==> src/rtl/fcp_map.svh <==
// Purpose: Offsets, bit positions, reset values and timing counts of the command interpreter
// Assumes: 100 MHz clock
// Notes: Included by the controller only
`ifndef FCP_MAP_SVH
`define FCP_MAP_SVH

`define FCP_ADDR_MSR 2'h0
`define FCP_ADDR_DATA 2'h1
`define FCP_ADDR_INT 2'h2
`define FCP_ADDR_MASK 2'h3

`define FCP_MSR_RQM 7
`define FCP_MSR_DIO 6
`define FCP_MSR_EXEC 5
`define FCP_MSR_BUSY 4

`define FCP_INT_RES 0
`define FCP_INT_SEEK 1

`define FCP_STEP_RST 4'h0
`define FCP_MASK_RST 2'h0
`define FCP_STEP_BASE 5'h10

`define FCP_CLK_NS 10
`define FCP_STEP_UNIT_NS 1000000

`define FCP_RES_LAST 3'h7
`define FCP_RS0_INVALID 8'h80

`endif

==> src/rtl/fcp_pkg.sv <==
// Purpose: Types shared by the command interpreter files
// Assumes: Nothing
// Notes: Opcodes sit in the low five bits of the first command byte
package fcp_pkg;

	typedef enum logic [2:0] {
		FCP_IDLE = 3'h0,
		FCP_CMD = 3'h1,
		FCP_DISP = 3'h3,
		FCP_EXEC = 3'h2,
		FCP_WRES = 3'h6,
		FCP_RES = 3'h7,
		FCP_SEEK = 3'h5
	} fcp_state_type;

	typedef enum logic [4:0] {
		FCP_OP_READ_TRACK = 5'h02,
		FCP_OP_SPECIFY = 5'h03,
		FCP_OP_WRITE = 5'h05,
		FCP_OP_READ = 5'h06,
		FCP_OP_SEEK = 5'h0F,
		FCP_OP_SCAN = 5'h11
	} fcp_op_type;

	function automatic logic [3:0] fcp_cmd_len(input logic [4:0] op);
		case (op)
			FCP_OP_SPECIFY: fcp_cmd_len = 4'h2;
			FCP_OP_SEEK: fcp_cmd_len = 4'h3;
			FCP_OP_READ, FCP_OP_WRITE, FCP_OP_READ_TRACK: fcp_cmd_len = 4'h8;
			FCP_OP_SCAN: fcp_cmd_len = 4'h9;
			default: fcp_cmd_len = 4'h1;
		endcase
	endfunction

endpackage

==> src/rtl/fcp_res_if.sv <==
// Purpose: Write and read port of the result byte store
// Assumes: Same clock on both ends
// Notes: Read data appear one cycle after the address
interface fcp_res_if;
	logic wr_en;
	logic [2:0] wr_addr;
	logic [7:0] wr_data;
	logic [2:0] rd_addr;
	logic [7:0] rd_data;

	modport ctrl(output wr_en, output wr_addr, output wr_data, output rd_addr, input rd_data);
	modport mem(input wr_en, input wr_addr, input wr_data, input rd_addr, output rd_data);
endinterface

==> src/rtl/fcp_ctrl.sv <==
// Purpose: Command interpreter of a disk controller: command, execution and result phases
// Assumes: Drive-side logic on the same clock answers each sector request
// Notes: Register port with read data one cycle after the read strobe
// Functional notes
// - Step interval 1-16 ms, code F is 1
// - Four result status bytes, readable in result phase
// - Main status separate, at select line low
// - Scan stride one consecutive, two alternate sectors
// - Transfer stops after final sector number
// - Density select low FM, high MFM
// - Multi-side continues at side 1 sector 1
//
// Our own choices: the placing of the registers and the strobed register port.
`include "fcp_map.svh"
module fcp_ctrl import fcp_pkg::*; #(
	parameter int STEP_UNIT_CYCLES = `FCP_STEP_UNIT_NS / `FCP_CLK_NS
) (
	input wire logic CLK,
	input wire logic RST,
	input wire logic [1:0] ADDR,
	input wire logic [7:0] WDATA,
	input wire logic WR,
	input wire logic RD,
	output logic [7:0] RDATA,
	output logic IRQ,
	input wire logic INDEX,
	output logic XFER_REQ,
	output logic XFER_WRITE,
	output logic XFER_MFM,
	output logic [1:0] DRIVE_SEL,
	output logic XFER_HEAD,
	output logic [7:0] XFER_CYL,
	output logic [7:0] XFER_SECTOR,
	input wire logic SECT_DONE,
	input wire logic SCAN_MISMATCH,
	output logic STEP_PULSE,
	output logic STEP_DIR,
	output logic [3:0] STEP_INTERVAL
);
	fcp_state_type state_reg;
	logic [7:0] p_reg [0:8];
	logic [3:0] cnt_reg;
	logic [3:0] len_reg;
	logic [3:0] step_reg;
	logic [1:0] drv_reg;
	logic head_reg;
	logic [7:0] sect_reg;
	logic [1:0] stride_reg;
	logic wait_idx_reg;
	logic mism_reg;
	logic invalid_reg;
	logic [2:0] res_wr_reg;
	logic [2:0] res_rd_reg;
	logic [7:0] target_reg;
	logic [7:0] pcn_reg [0:3];
	logic [4:0] step_cnt_reg;
	logic step_pulse_reg;
	logic step_dir_reg;
	logic [16:0] ms_cnt_reg;
	logic [1:0] int_reg;
	logic [1:0] mask_reg;
	logic [7:0] rdata_reg;
	logic rsel_reg;
	logic idx_s1_reg, idx_s2_reg, idx_s3_reg, idx_lvl_reg;
	fcp_res_if rif();

	fcp_result_mem u_mem (
		.clk(CLK),
		.rif(rif)
	);

	wire [4:0] op_w = p_reg[0][4:0];
	wire is_scan_w = (op_w == FCP_OP_SCAN);
	wire wr_data_w = WR && (ADDR == `FCP_ADDR_DATA);
	wire rd_data_w = RD && (ADDR == `FCP_ADDR_DATA);
	wire rd_int_w = RD && (ADDR == `FCP_ADDR_INT);
	wire wr_mask_w = WR && (ADDR == `FCP_ADDR_MASK);
	wire res_read_w = rd_data_w && (state_reg == FCP_RES);
	wire [3:0] len_first_w = fcp_cmd_len(WDATA[4:0]);
	wire ms_tick_w = (ms_cnt_reg == 17'(STEP_UNIT_CYCLES - 1));
	wire [4:0] interval_w = `FCP_STEP_BASE - {1'b0, step_reg};
	wire step_due_w = ms_tick_w && (step_cnt_reg == interval_w - 5'h01);
	wire at_target_w = (pcn_reg[drv_reg] == target_reg);
	wire idx_rise_w = (idx_s2_reg == idx_s3_reg) && idx_s3_reg && !idx_lvl_reg;
	wire last_sect_w = (sect_reg >= p_reg[6]);
	wire xfer_ack_w = (state_reg == FCP_EXEC) && !wait_idx_reg && SECT_DONE;
	wire mism_w = mism_reg || (is_scan_w && SCAN_MISMATCH);
	wire res_done_w = (state_reg == FCP_WRES) && (res_wr_reg == `FCP_RES_LAST);
	wire seek_done_w = (state_reg == FCP_SEEK) && step_due_w && at_target_w;
	wire [1:0] int_set_w = {seek_done_w, res_done_w};
	wire [7:0] msr_w;
	logic [7:0] res_byte_w;

	// Main status kept apart from the result bytes
	assign msr_w = {(state_reg == FCP_IDLE) || (state_reg == FCP_CMD) || (state_reg == FCP_RES),
		state_reg == FCP_RES, (state_reg == FCP_EXEC) || (state_reg == FCP_SEEK),
		state_reg != FCP_IDLE, 4'h0};

	always_comb begin
		case (res_wr_reg)
			3'h0: res_byte_w = invalid_reg ? `FCP_RS0_INVALID : {5'h00, head_reg, drv_reg};
			3'h1: res_byte_w = 8'h00;
			3'h2: res_byte_w = {4'h0, is_scan_w && !mism_reg, is_scan_w && mism_reg, 2'h0};
			3'h3: res_byte_w = {5'h00, head_reg, drv_reg};
			3'h4: res_byte_w = p_reg[2];
			3'h5: res_byte_w = {7'h00, head_reg};
			3'h6: res_byte_w = sect_reg;
			default: res_byte_w = p_reg[5];
		endcase
	end

	assign rif.wr_en = (state_reg == FCP_WRES);
	assign rif.wr_addr = res_wr_reg;
	assign rif.wr_data = res_byte_w;
	assign rif.rd_addr = res_rd_reg;

	assign RDATA = rsel_reg ? rif.rd_data : rdata_reg;
	assign IRQ = |(int_reg & mask_reg);
	assign XFER_REQ = (state_reg == FCP_EXEC) && !wait_idx_reg;
	assign XFER_WRITE = (op_w == FCP_OP_WRITE);
	assign XFER_MFM = p_reg[0][6];
	assign DRIVE_SEL = drv_reg;
	assign XFER_HEAD = head_reg;
	assign XFER_CYL = p_reg[2];
	assign XFER_SECTOR = sect_reg;
	assign STEP_PULSE = step_pulse_reg;
	assign STEP_DIR = step_dir_reg;
	assign STEP_INTERVAL = step_reg;

	// Index pin synchroniser, change taken once stages two and three agree
	always_ff @(posedge CLK or posedge RST) begin
		if (RST) begin
			idx_s1_reg <= 1'b0;
			idx_s2_reg <= 1'b0;
			idx_s3_reg <= 1'b0;
			idx_lvl_reg <= 1'b0;
		end else begin
			idx_s1_reg <= INDEX;
			idx_s2_reg <= idx_s1_reg;
			idx_s3_reg <= idx_s2_reg;
			if (idx_s2_reg == idx_s3_reg) begin
				idx_lvl_reg <= idx_s3_reg;
			end
		end
	end

	always_ff @(posedge CLK or posedge RST) begin
		if (RST) begin
			ms_cnt_reg <= 17'h00000;
		end else begin
			ms_cnt_reg <= ms_tick_w ? 17'h00000 : ms_cnt_reg + 17'h00001;
		end
	end

	// Register port; status set wins over clear on read
	always_ff @(posedge CLK or posedge RST) begin
		if (RST) begin
			int_reg <= 2'h0;
			mask_reg <= `FCP_MASK_RST;
			rdata_reg <= 8'h00;
			rsel_reg <= 1'b0;
		end else begin
			int_reg <= (int_reg & ~{2{rd_int_w}}) | int_set_w;
			if (wr_mask_w) begin
				mask_reg <= WDATA[1:0];
			end
			rsel_reg <= res_read_w;
			if (RD && ADDR == `FCP_ADDR_MSR) begin
				rdata_reg <= msr_w;
			end else if (rd_int_w) begin
				rdata_reg <= {6'h00, int_reg};
			end else if (RD && ADDR == `FCP_ADDR_MASK) begin
				rdata_reg <= {6'h00, mask_reg};
			end else begin
				rdata_reg <= 8'h00;
			end
		end
	end

	always_ff @(posedge CLK or posedge RST) begin
		if (RST) begin
			state_reg <= FCP_IDLE;
			for (int i = 0; i < 9; i++) begin
				p_reg[i] <= 8'h00;
			end
			for (int j = 0; j < 4; j++) begin
				pcn_reg[j] <= 8'h00;
			end
			cnt_reg <= 4'h0;
			len_reg <= 4'h0;
			step_reg <= `FCP_STEP_RST;
			drv_reg <= 2'h0;
			head_reg <= 1'b0;
			sect_reg <= 8'h00;
			stride_reg <= 2'h1;
			wait_idx_reg <= 1'b0;
			mism_reg <= 1'b0;
			invalid_reg <= 1'b0;
			res_wr_reg <= 3'h0;
			res_rd_reg <= 3'h0;
			target_reg <= 8'h00;
			step_cnt_reg <= 5'h00;
			step_pulse_reg <= 1'b0;
			step_dir_reg <= 1'b0;
		end else begin
			step_pulse_reg <= 1'b0;
			case (state_reg)
				FCP_IDLE: begin
					if (wr_data_w) begin
						p_reg[0] <= WDATA;
						cnt_reg <= 4'h1;
						len_reg <= len_first_w;
						state_reg <= (len_first_w == 4'h1) ? FCP_DISP : FCP_CMD;
					end
				end
				FCP_CMD: begin
					if (wr_data_w) begin
						p_reg[cnt_reg] <= WDATA;
						cnt_reg <= cnt_reg + 4'h1;
						if (cnt_reg + 4'h1 == len_reg) begin
							state_reg <= FCP_DISP;
						end
					end
				end
				FCP_DISP: begin
					drv_reg <= p_reg[1][1:0];
					head_reg <= p_reg[1][2];
					mism_reg <= 1'b0;
					invalid_reg <= 1'b0;
					res_wr_reg <= 3'h0;
					step_cnt_reg <= 5'h00;
					stride_reg <= (is_scan_w && p_reg[8] == 8'h02) ? 2'h2 : 2'h1;
					case (op_w)
						FCP_OP_SPECIFY: begin
							step_reg <= p_reg[1][7:4];
							state_reg <= FCP_IDLE;
						end
						FCP_OP_SEEK: begin
							target_reg <= p_reg[2];
							state_reg <= FCP_SEEK;
						end
						FCP_OP_READ, FCP_OP_WRITE, FCP_OP_SCAN: begin
							sect_reg <= p_reg[4];
							wait_idx_reg <= 1'b0;
							state_reg <= FCP_EXEC;
						end
						FCP_OP_READ_TRACK: begin
							sect_reg <= 8'h01;
							wait_idx_reg <= 1'b1;
							state_reg <= FCP_EXEC;
						end
						default: begin
							invalid_reg <= 1'b1;
							state_reg <= FCP_WRES;
						end
					endcase
				end
				FCP_EXEC: begin
					if (wait_idx_reg && idx_rise_w) begin
						wait_idx_reg <= 1'b0;
					end
					if (xfer_ack_w) begin
						mism_reg <= mism_w;
						if (last_sect_w) begin
							if (p_reg[0][7] && !head_reg) begin
								head_reg <= 1'b1;
								sect_reg <= 8'h01;
							end else begin
								state_reg <= FCP_WRES;
							end
						end else begin
							sect_reg <= sect_reg + {6'h00, stride_reg};
						end
					end
				end
				FCP_WRES: begin
					res_wr_reg <= res_wr_reg + 3'h1;
					if (res_done_w) begin
						res_rd_reg <= 3'h0;
						state_reg <= FCP_RES;
					end
				end
				FCP_RES: begin
					if (res_read_w) begin
						res_rd_reg <= res_rd_reg + 3'h1;
						if (res_rd_reg == `FCP_RES_LAST) begin
							state_reg <= FCP_IDLE;
						end
					end
				end
				FCP_SEEK: begin
					if (ms_tick_w) begin
						step_cnt_reg <= step_due_w ? 5'h00 : step_cnt_reg + 5'h01;
					end
					if (step_due_w) begin
						if (at_target_w) begin
							state_reg <= FCP_IDLE;
						end else begin
							step_pulse_reg <= 1'b1;
							step_dir_reg <= (target_reg > pcn_reg[drv_reg]);
							pcn_reg[drv_reg] <= (target_reg > pcn_reg[drv_reg]) ?
								pcn_reg[drv_reg] + 8'h01 : pcn_reg[drv_reg] - 8'h01;
						end
					end
				end
				default: state_reg <= FCP_IDLE;
			endcase
		end
	end
endmodule

==> src/rtl/fcp_result_mem.sv <==
// Purpose: Eight-byte store for result status and sector id bytes
// Assumes: Single clock
// Notes: Registered read, no reset on contents
module fcp_result_mem (
	input wire logic clk,
	fcp_res_if.mem rif
);
	logic [7:0] mem_q [0:7];

	always_ff @(posedge clk) begin
		if (rif.wr_en) begin
			mem_q[rif.wr_addr] <= rif.wr_data;
		end
		rif.rd_data <= mem_q[rif.rd_addr];
	end
endmodule

==> config.mk <==
export PLATFORM = sky130hd
export DESIGN_NAME = fcp_ctrl
export DESIGN_NICKNAME = d
export VERILOG_FILES = /design/src/rtl/fcp_pkg.sv /design/src/rtl/fcp_res_if.sv /design/src/rtl/fcp_ctrl.sv /design/src/rtl/fcp_result_mem.sv
export VERILOG_INCLUDE_DIRS = /design/src /design/src/rtl
export SDC_FILE = /design/constraint.sdc
export NUM_CORES = 1
export LEC_CHECK = 0
export ABC_AREA = 1
export BUFFER_PORTS_ARGS = -buffer_cell sky130_fd_sc_hd__buf_4
export CELL_PAD_IN_SITES_DETAIL_PLACEMENT = 0
export CELL_PAD_IN_SITES_GLOBAL_PLACEMENT = 1
export CORE_AREA = 2 2 188 190
export CTS_BUF_LIST = sky130_fd_sc_hd__clkbuf_4
export CTS_CLUSTER_DIAMETER = 120
export DETAILED_ROUTE_END_ITERATION = 6
export DIE_AREA = 0 0 190 192
export HOLD_SLACK_MARGIN = 0.08
export PLACE_DENSITY = 0.64
export SETUP_SLACK_MARGIN = 0.4
export SLEW_MARGIN = 20
export SYNTH_ARGS = -nofsm -noshare
export SYNTH_HDL_FRONTEND = slang
export SYNTH_SLANG_ARGS = --single-unit
==> constraint.sdc <==
create_clock -name CLK -period 4.86 [get_ports CLK]
set_input_delay 0.486 -clock CLK [delete_from_list [all_inputs] [get_ports CLK]]
set_output_delay 0.486 -clock CLK [all_outputs]
set_load 0.02 [all_outputs]
* Yosys cells after proc, flatten, opt, wreduce, memory -nomap -nowiden *
Memories as Yosys holds them, arrays and structs flattened. A register that Yosys moved wholly into a read port is not among the register bits.
Cells that the tools add are included.

word-level totals
  flip-flop bits (word level) = 190
  bits in writable memories = 64
  memories kept = 1

memories
  name         depth  width  rd ports  clocked after Yosys merged registers in  wr ports  RTL line             text
  u_mem.mem_q  8      8      1         1                                        1         fcp_result_mem.sv:8  logic [7:0] mem_q [0:7];

cells by class
  add/sub/neg operators = 10
  order comparisons = 6
  equal/unequal tests = 52
  mux-type cells = 66
  bitwise operators = 7
  reductions and logical operators = 58

operators by type and width
  operator                 count
  $mux W8                  12
  $bwmux W72               1
  $mux W72                 1
  $pmux W8 S7              1
  $pmux W8 S2              3
  $mux W3                  13
  $bwmux W32               1
  $demux W8 S4             1
  $eq A3 B3 Y1 const B     8
  $logic_and A1 B1 Y1      23
  $pmux W3 S7              1
  $eq A5 B2 Y1 const B     4
  $eq A5 B3 Y1 const B     4
  $ne A2 B2 Y1 const B     9
  $add A17 B1 Y17 const B  1
  $eq A17 B17 Y1 const B   1
  $mux W17                 1
  $bmux W8 S2              1
  $demux W8 S2             1
  $pmux W4 S4              1
  $eq A3 B2 Y1 const B     4
  $pmux W3 S2              2
  $reduce_and A2 Y1        6
  $reduce_and A3 Y1        4
  other kinds (54)         95

* Logic depth before layout (Yosys ltp) *
Gate-level depths: netlist of run 1.

  word-level depth = 8
  gate-level depth with buffers = 25
  depth with buffers taken out = 25

* Cells and area by module *
Synthesis of run 1 repeated with hierarchy kept, for this count alone.

unflattened totals
  cell total of the unflattened synthesis = 1387
  area total of the unflattened synthesis = 12080.3 um^2

modules (own cells, without submodules)
  module          times used  cells an instance  area an instance (um^2)
  fcp_ctrl        1           1084               9029.9
  fcp_result_mem  1           303                3050.4

* Worst setup path after synthesis of run 1 *
No wires, ideal clock.

  path kind = register to register
  from = register drv_reg[0] (netlist: DRIVE_SEL[0])
  to = register pcn_reg[15] (netlist bit)
  setup time = 0.118 ns
  arrival = 3.161 ns
  data required time = 4.742 ns
  setup slack = 1.582 ns
  stages on the path, launching flop included = 22
  clock period less this slack = 3.278 ns
  cell sequence = dfrtp_1 > inv_2 > nor2_1 > inv_1 > o22ai_1 > a21oi_1 > o21a_1 > ha_1 > nand2_1 > nor2_1 > nand2_1 > nand2_1 > ha_1 > nand2_1 > a21oi_1 > nor2b_1 > nand2_1 > nand2_1 > nand2_1 > nand3_1 > nand3_1 > nand2_1

between the ends
  cells in the longest elaborated chain, start to end = 7

RTL lines
  what                                             RTL line                                          text
  start, declared                                  fcp_ctrl.sv:45                                    logic [1:0] drv_reg;
  start signal, assigned                           fcp_ctrl.sv:226                                   drv_reg <= p_reg[1][1:0];
  $not A2 Y3 *                                     fcp_ctrl.sv:83, fcp_ctrl.sv:301, fcp_ctrl.sv:302
  $bmux W8 S2                                      fcp_ctrl.sv:83, fcp_ctrl.sv:301, fcp_ctrl.sv:302
  $mux W8 (implied by the code) (2 in a row)       fcp_ctrl.sv:83, fcp_ctrl.sv:301, fcp_ctrl.sv:302
  $sub A8 B1 Y8 (tied with other cells)            fcp_ctrl.sv:302                                   pcn_reg[drv_reg] + 8'h01 : pcn_reg[drv_reg] - 8'h01;
  $mux W8 or $not A1 Y1 (tied branches)            -
  $bwmux W32 or $reduce_and A3 Y1 (tied branches)  -
  end signal, assigned by index                    fcp_ctrl.sv:301                                   pcn_reg[drv_reg] <= (target_reg > pcn_reg[drv_reg]) ?
  end, declared                                    fcp_ctrl.sv:55                                    logic [7:0] pcn_reg [0:3];

Every way passes the cells marked *; elsewhere a longest branch is shown, timed or not. The select of a mux whose other input is x is not followed.
A chain may end at the register's enable or synchronous reset.

* Worst setup path in the final report of run 1 *
  from = register drv_reg[0] (netlist: DRIVE_SEL[0])
  to = register pcn_reg[31] (netlist bit)

The elaborated chain is that of the path after synthesis.

==> key figures, run 1 <==
Layout
  • Area Growth Syn to Fin: 15.5%
  • Final nets: 1453
  • Commonest cells after routing, fill and taps aside: nand2_1 (303), dfrtp_1 (168), inv_1 (136)
  • Share of cells above drive strength 1: 0.149
  • Fill cell count: 3516
  • Most common cell after layout, fill and taps aside: nand2_1
  • Flip-flop count of the largest register after layout: 64
  • Register area: 6310 µm²
  • Multi-input logic area: approximately 4500 µm²
  • Final Util: 0.389

Route
  • Via count: 9148
  • DRT Pass-1 Iters: 7
  • Wire per inst: between 15 and 20 µm
  • Routed Antenna Nets: 0
  • Final wirelength: 30800 µm
  • Remaining DRCs: 0
  • Post-detailed-route via-to-cell ratio: 4.81
  • DR iter-0 viols: 590

Synthesis
  • Syn avg cell area: 8.94 µm²
  • Syn Nets: 1351
  • Number of flops mapped to enable cells by yosys: 64
  • Cell Area, Synth: approximately 12000 µm²
  • Main synth FF type: dfrtp_1
  • Synth Warn #: 0
  • Sequential-to-total area share from yosys stat: 0.546
  • Distinct cell type count after synthesis: 51
  • Post-synthesis async set-or-reset flop share: 0.701
  • Post-synthesis cell count: around 1300
  • Yosys reg bits: 241

Timing
  • Slew headroom: 0.321
  • Final setup viols: 0
  • Setup TNS: 0 ns
  • RSZ-0062 raised after global routing: no
  • Pins Over Slew Limit: 0
  • Hold Fails Final Rpt: 0
  • Min Tclk post-route: 3.86 ns
  • Maximum clock rate: 259 MHz
  • Final Cycle Share: 0.794
  • Clock Skew: roughly 0.057 ns
  • Slew at the pin closest to its max-slew limit: 1.02 ns

Critical path
  • Setup crit end kind: register
  • Cell Chain, Critical Path: inv_2 -> nor2_2 -> inv_1 -> o22ai_1 -> a21oi_1 -> o21a_1 -> ha_1 -> nand2_1 -> nor2_1 -> nand2_1 -> nand2_1 -> ha_1 -> nand2_1 -> a21oi_1 -> nor2b_1 -> nand2_1 -> nand2_1 -> nand2_1 -> nand3_1 -> nand3_1 -> nand2_1
  • FF-to-FF Start: DRIVE_SEL[0]
  • Reg2reg setup slack: 1.00 ns
  • Worst path bufs/invs: 2
  • R2R depth: 21
  • Slowest library cell on the worst path: dfrtp_1
  • Reg-to-reg endpoint: pcn_reg[31]
  • CP peak stage delay: 0.48 ns
  • Crit-path max FO: 8
  • Largest delay share family, worst path: simple AND/OR/NAND/NOR gates
  • Worst EP arrival: 4.41 ns
  • Element type at the critical path start: register
  • WS Path Type: reg2reg
  • Top cell by count, worst path: nand2_1
  • Required time worst endpoint: 5.41 ns

Global routing
  • Vias in the first global route: a little over 9000
  • Initial antenna violation count: 1
  • Gr usage total: 0.177
  • Largest net degree at the start of global routing: 170
  • Total gr overflow: 0
  • Global-route wire length before repair: 49900 µm

Clocking
  • Clock sinks: 241
  • CTS tree: built
  • Clock buffer depth: 3
  • H-tree depth: 3
  • Clock insertion delay at the later pin of the skew report: 0.70 ns
  • Setup bufs post-CTS: 0
  • Clock buffer count from CTS: 70
  • Root Driver: clkbuf_4
  • Clk slew on worst S/H paths: ~0.07 ns

Placement
  • I/O Buffers: 53
  • GPL Wtd Cong: 0.847
  • HPWL after detailed placement: 21000 µm

Min path
  • Worst hold path type: in2reg
  • Hold Path Stages: 3
  • Hold Path End: rsel_reg
  • Hold Crit Start: RD

Pwr
  • Power per cell area: 451 nW/µm²
  • Peak VDD IR: between 0.2 and 0.25 mV
  • Leak: ~6.1 nW

Die
  • Top-Level Pins: 54
  • FP Rows: a little under 70
  • Initial Util: 0.337
  • Die Width: between 150 and 200 µm
  • Core Area: 34300 µm²
  • Die height: 192 µm
  • Die area: roughly 36000 µm²

Flow run
  • Maximum capacitance violations: 0

Status
  • Status: finished clean
[routing by layer]
| layer | global-route usage | vias to the layer above | wire length [µm] |
|---|---|---|---|
| met4 | 0.0575 | 0 | 549 |
| met2 | 0.280 | 235 | 13900 |
| met3 | 0.0362 | 54 | 1530 |
| met5 | 0 | - | 0 |
| met1 | 0.242 | 4320 | 14800 |
| li1 | - | 4539 | - |
[worst max-delay path by stage]
stage	startpoint	end	slack, ns	cells after the start
final	DRIVE_SEL[0]	pcn_reg[31]	1.00	21
after global routing	DRIVE_SEL[0]	pcn_reg[5]	0.54	19
after CTS	DRIVE_SEL[0]	pcn_reg[31]	0.79	21
after detailed placement	DRIVE_SEL[0]	pcn_reg[5]	0.85	19
after global placement	DRIVE_SEL[0]	pcn_reg[15]	1.02	21
after floorplan	DRIVE_SEL[0]	pcn_reg[15]	1.58	21
[power breakdown]
part	total [mW]	switching, mW	internal, mW
Combinational	1.52	1.03	0.487
Sequential	2.60	0.244	2.35
Clock	1.90	0.897	1.01
Total	6.02	2.17	3.85
[Yosys cell counts (11+ instances only)]
cell        n  area (µm²)
a21oi_1    31         155
clkbuf_1   19        71.3
dfrtp_1   168        4200
edfxtp_1   64        1920
ha_1       39         488
inv_1     137         514
inv_2      11        41.3
nand2_1   303        1140
nand3_1    59         295
nand4_1    20         125
nor2_1    133         499
o21ai_0   101         505
o21ai_1    54         270
o22ai_1    20         125
xor2_1     16         140
[through the flow]
step                      hold WS [ns]  power [mW]  setup slack, ns  std cells  area [µm²]
after global placement           0.350        4.14             1.02       1775       12400
after CTS                       0.0894        6.11            0.791       1902       13300
after global routing             0.125        6.47            0.538       1903       13300
after floorplan                  0.331        3.61             1.58       1293       11600
after detailed placement         0.342        4.15            0.848       1775       12400
final                            0.154        6.02             1.00       1903       13300
[worst min-delay path, stage by stage]
cell and delay, ns:
buf_4 0.14, nand3_1 0.12, nor2_1 0.05
[logic make-up after synthesis]
logic type | after synthesis | synth area share
adder cells (fa/ha/maj) | 41 | 0.0457
AO/OA/AOI/OAI | 246 | 0.118
multiplexers | 10 | 0.00974
flip-flops | 241 | 0.546
XOR/XNOR | 22 | 0.0167
buffers and inverters | 181 | 0.0627
AND/OR/NAND/NOR | 552 | 0.201
[layout make-up]
type / count / area share
Antenna cell: 1 / 0.000187
Clock buffer: 100 / 0.0562
Clock inverter: 24 / 0.0105
Inverter: 150 / 0.0428
Multi-Input combinational cell: 871 / 0.339
Sequential cell: 241 / 0.473
Tap cell: 455 / 0.0427
Timing Repair Buffer: 61 / 0.0358
[what timing repair did]
item,in CTS,in global routing
gates resized for setup,0,1
hold endpoints to repair,5,0
hold buffers,3,0
setup endpoints to repair,0,13
Note: power is estimated with default switching activity, not from simulation.
==> run 2, diff against run 1 <==
ABC_AREA = 0   (was 1)
CORE_AREA = 2 2 186 188   (was 2 2 188 190)
DIE_AREA = 0 0 188 190   (was 0 0 190 192)
PLACE_DENSITY = 0.59   (was 0.64)
clock period = 3.92 ns   (was 4.86 ns; I/O delays follow)
==> run 2 against run 1 <==
  * Sequential power is 29% higher
  * Combinational power increased by 22%
  * Clock skew decreased by 0.017 ns
  * Area after synthesis shrank 1.8%
  * Wire length fell by 9.9%
  * Non-clock buffer count increased by 49
  * Register-to-register slack got worse by 0.54 ns
  * Final cell count down 19%
  * First-iteration DRC count decreased by 27%
  * Worst setup slack worse by 0.54 ns
  * Critical endpoint is now pcn_reg[14]
==> key figures, run 2 <==
Status
  • Status: finished clean

Clocking
  • Clock sinks: approximately 240
  • H-tree depth: 3
  • Clock insertion delay at the later pin of the skew report: 0.71 ns
  • Clock buffer depth: 3
  • CTS tree: built
  • Clock buffer count from CTS: between 60 and 70
  • Clk slew on worst S/H paths: 0.06 ns
  • Root Driver: clkbuf_4

Synthesis
  • Syn Nets: around 960
  • Commonest cells post-synth: dfrtp_1 (168), mux2_2 (107), nand2_1 (67)
  • Number of flops mapped to enable cells by yosys: 64
  • Synth Warn #: 0
  • Syn avg cell area: 12.6 µm²
  • Share of the synthesized area in the top cell type: 0.370
  • Post-synthesis cell count: 899
  • Count leader, synth: dfrtp_1
  • Main synth FF type: dfrtp_1
  • Post-synthesis async set-or-reset flop share: 0.701
  • Cell Area, Synth: 11300 µm²
  • Distinct cell type count after synthesis: 69
  • Sequential-to-total area share from yosys stat: 0.556
  • Main area contributors after synthesis: dfrtp_1 (37%), edfxtp_1 (17%), mux2_2 (11%)
  • Area leader, netlist: dfrtp_1
  • Yosys reg bits: 241

Timing
  • Setup TNS: 0 ns
  • Hold Fails Final Rpt: 0
  • Slew headroom: 0.275
  • RSZ-0062 raised after global routing: yes
  • Final Cycle Share: 0.882
  • Maximum clock rate: 289 MHz
  • Final setup viols: 0
  • Final WS setup: 0.461 ns
  • Slew at the pin closest to its max-slew limit: approximately 1.1 ns
  • Pins Over Slew Limit: 0
  • Final Hold Slack: 0.142 ns
  • Min Tclk post-route: 3.46 ns
  • Clock Skew: 0.0401 ns

Layout
  • Post-Layout Inst Area: 13700 µm²
  • Final nets: 1097
  • Fill cell count: 3259
  • Flip-flop count of the largest register after layout: 64
  • Multi-input logic area: 4910 µm²
  • Most common cell after layout, fill and taps aside: dfrtp_1
  • Share of cells above drive strength 1: 0.355
  • Final Util: 0.405
  • Non-Filler Instances: 1547
  • Register area: 6320 µm²
  • Commonest cells after routing, fill and taps aside: dfrtp_1 (166), clkbuf_4 (104), mux2_2 (98)
  • Area Growth Syn to Fin: 21.1%

Route
  • Wire per inst: between 15 and 20 µm
  • Final wirelength: 27800 µm
  • Remaining DRCs: 0
  • DRT Pass-1 Iters: 6
  • DR iter-0 viols: 428
  • Via count: about 7500
  • Routed Antenna Nets: 0
  • Post-detailed-route via-to-cell ratio: 4.85

Flow run
  • Maximum capacitance violations: 0

Critical path
  • Largest delay share family, worst path: compound AO/OA/AOI/OAI gates
  • FF-to-FF Start: DRIVE_SEL[0]
  • Reg2reg setup slack: 0.46 ns
  • Worst path bufs/invs: 3
  • Worst setup path start: DRIVE_SEL[0]
  • WS Path Type: reg2reg
  • Slowest library cell on the worst path: dfrtp_4
  • Setup crit end kind: register
  • Worst EP arrival: 4.02 ns
  • Cell Chain, Critical Path: buf_6 -> mux4_2 -> inv_2 -> ha_4 -> nor2b_4 -> o211ai_1 -> a21oi_2 -> o21ai_4 -> buf_12 -> fa_2 -> a21o_1 -> a21oi_2 -> o21bai_1 -> a21oi_2 -> xnor2_2 -> mux2_4
  • Crit-path max FO: 6
  • Top cell by count, worst path: a21oi_2
  • Element type at the critical path start: register
  • Required time worst endpoint: roughly 4.5 ns
  • CP peak stage delay: approximately 0.50 ns

Global routing
  • Global-route wire length before repair: 44200 µm
  • Initial antenna violation count: 2
  • Total gr overflow: 0
  • Largest net degree at the start of global routing: 68
  • Vias in the first global route: 7785
  • Gr usage total: 0.161

Placement
  • I/O Buffers: 53
  • HPWL after detailed placement: 18900 µm
  • Placement Cell Area: approximately 12000 µm²
  • GPL Wtd Cong: ~0.78
  • Post-place setup slack: roughly 0.12 ns
  • DP Cell Count: 1388

Die
  • Top-Level Pins: 54
  • Initial Util: 0.334
  • FP Rows: 68
  • Die height: ~190 µm
  • Die area: roughly 36000 µm²
  • Core Area: 33900 µm²
  • Die Width: 188 µm

Min path
  • Hold Crit Start: WR
  • Worst hold path type: in2reg

Pwr
  • Peak VDD IR: approximately 0.18 mV
  • Leak: 6.10 nW
  • Power Total: approximately 7.5 mW
  • Power per cell area: approximately 550 nW/µm²
[run 2: cell types whose count changed after synthesis, sizes merged, moves of 12 or more]
cell,change
inv,-110
mux2,+98
mux4,+24
nand2,-238
nand3,-44
nor2,-82
o21ai,-113
o22ai,-18
xnor2,+12
[run 2: layout make-up]
cell class                 count  area share
antenna                        2    0.000364
clock buffer                 104      0.0568
clock inverter                18     0.00746
inverter                      38      0.0107
multi-input combinational    579       0.357
sequential                   241       0.460
tap                          455      0.0414
timing repair buffer         110      0.0664
[run 2: worst paths after layout]
path / to / cells past startpoint
max: pcn_reg[14] / 16
min in group asynchronous: p_reg[2] / 3
min reg2reg: idx_s2_reg / 0
min: mask_reg[1] / 3
max in group asynchronous: pcn_reg[13] / 4
max reg2reg: pcn_reg[14] / 16
[run 2: worst register-to-register path, cell delays in order (launching register included)]
cell and delay [ns]:
dfrtp_4 0.50, buf_6 0.14, mux4_2 0.44, inv_2 0.09, ha_4 0.13, nor2b_4 0.13, o211ai_1 0.10, a21oi_2 0.21
o21ai_4 0.09, buf_12 0.14, fa_2 0.34, a21o_1 0.20, a21oi_2 0.16, o21bai_1 0.11, a21oi_2 0.18, xnor2_2 0.10
mux2_4 0.27
[run 2: power by group]
part | internal, mW | switching (mW) | leakage, nW
combinational | 0.832 | 1.02 | 2.66
sequential | 2.99 | 0.356 | 2.91
clock | 1.23 | 1.09 | 0.522
total | 5.05 | 2.47 | 6.10
[run 2: cells by family (layout without fill, tap and decap cells)]
| family | Yosys count | count (layout) | share of synthesized area |
|---|---|---|---|
| AND/OR/NAND/NOR | 242 | 242 | 0.114 |
| adder cells (fa/ha/maj) | 41 | 41 | 0.0465 |
| flip-flops | 241 | 241 | 0.556 |
| multiplexers | 136 | 136 | 0.159 |
| XOR/XNOR | 32 | 32 | 0.0247 |
| buffers and inverters | 79 | 270 | 0.0299 |
| AO/OA/AOI/OAI | 128 | 128 | 0.0702 |
| other | 0 | 2 | 0 |
[run 2: metal layers]
| metal | track usage | wire (µm) |
|---|---|---|
| met1 | 0.218 | 13100 |
| met2 | 0.250 | 12900 |
| met3 | 0.0369 | 1140 |
| met4 | 0.0648 | 699 |
| met5 | 0 | 0 |
[run 2: what timing repair did]
item	4_1_cts	5_1_grt
resized for setup	11	25
hold endpoints to repair	92	0
pin swaps	12	20
hold buffers	17	0
endpoints found under the setup margin	20	19
cloned	0	0
setup buffers	12	6
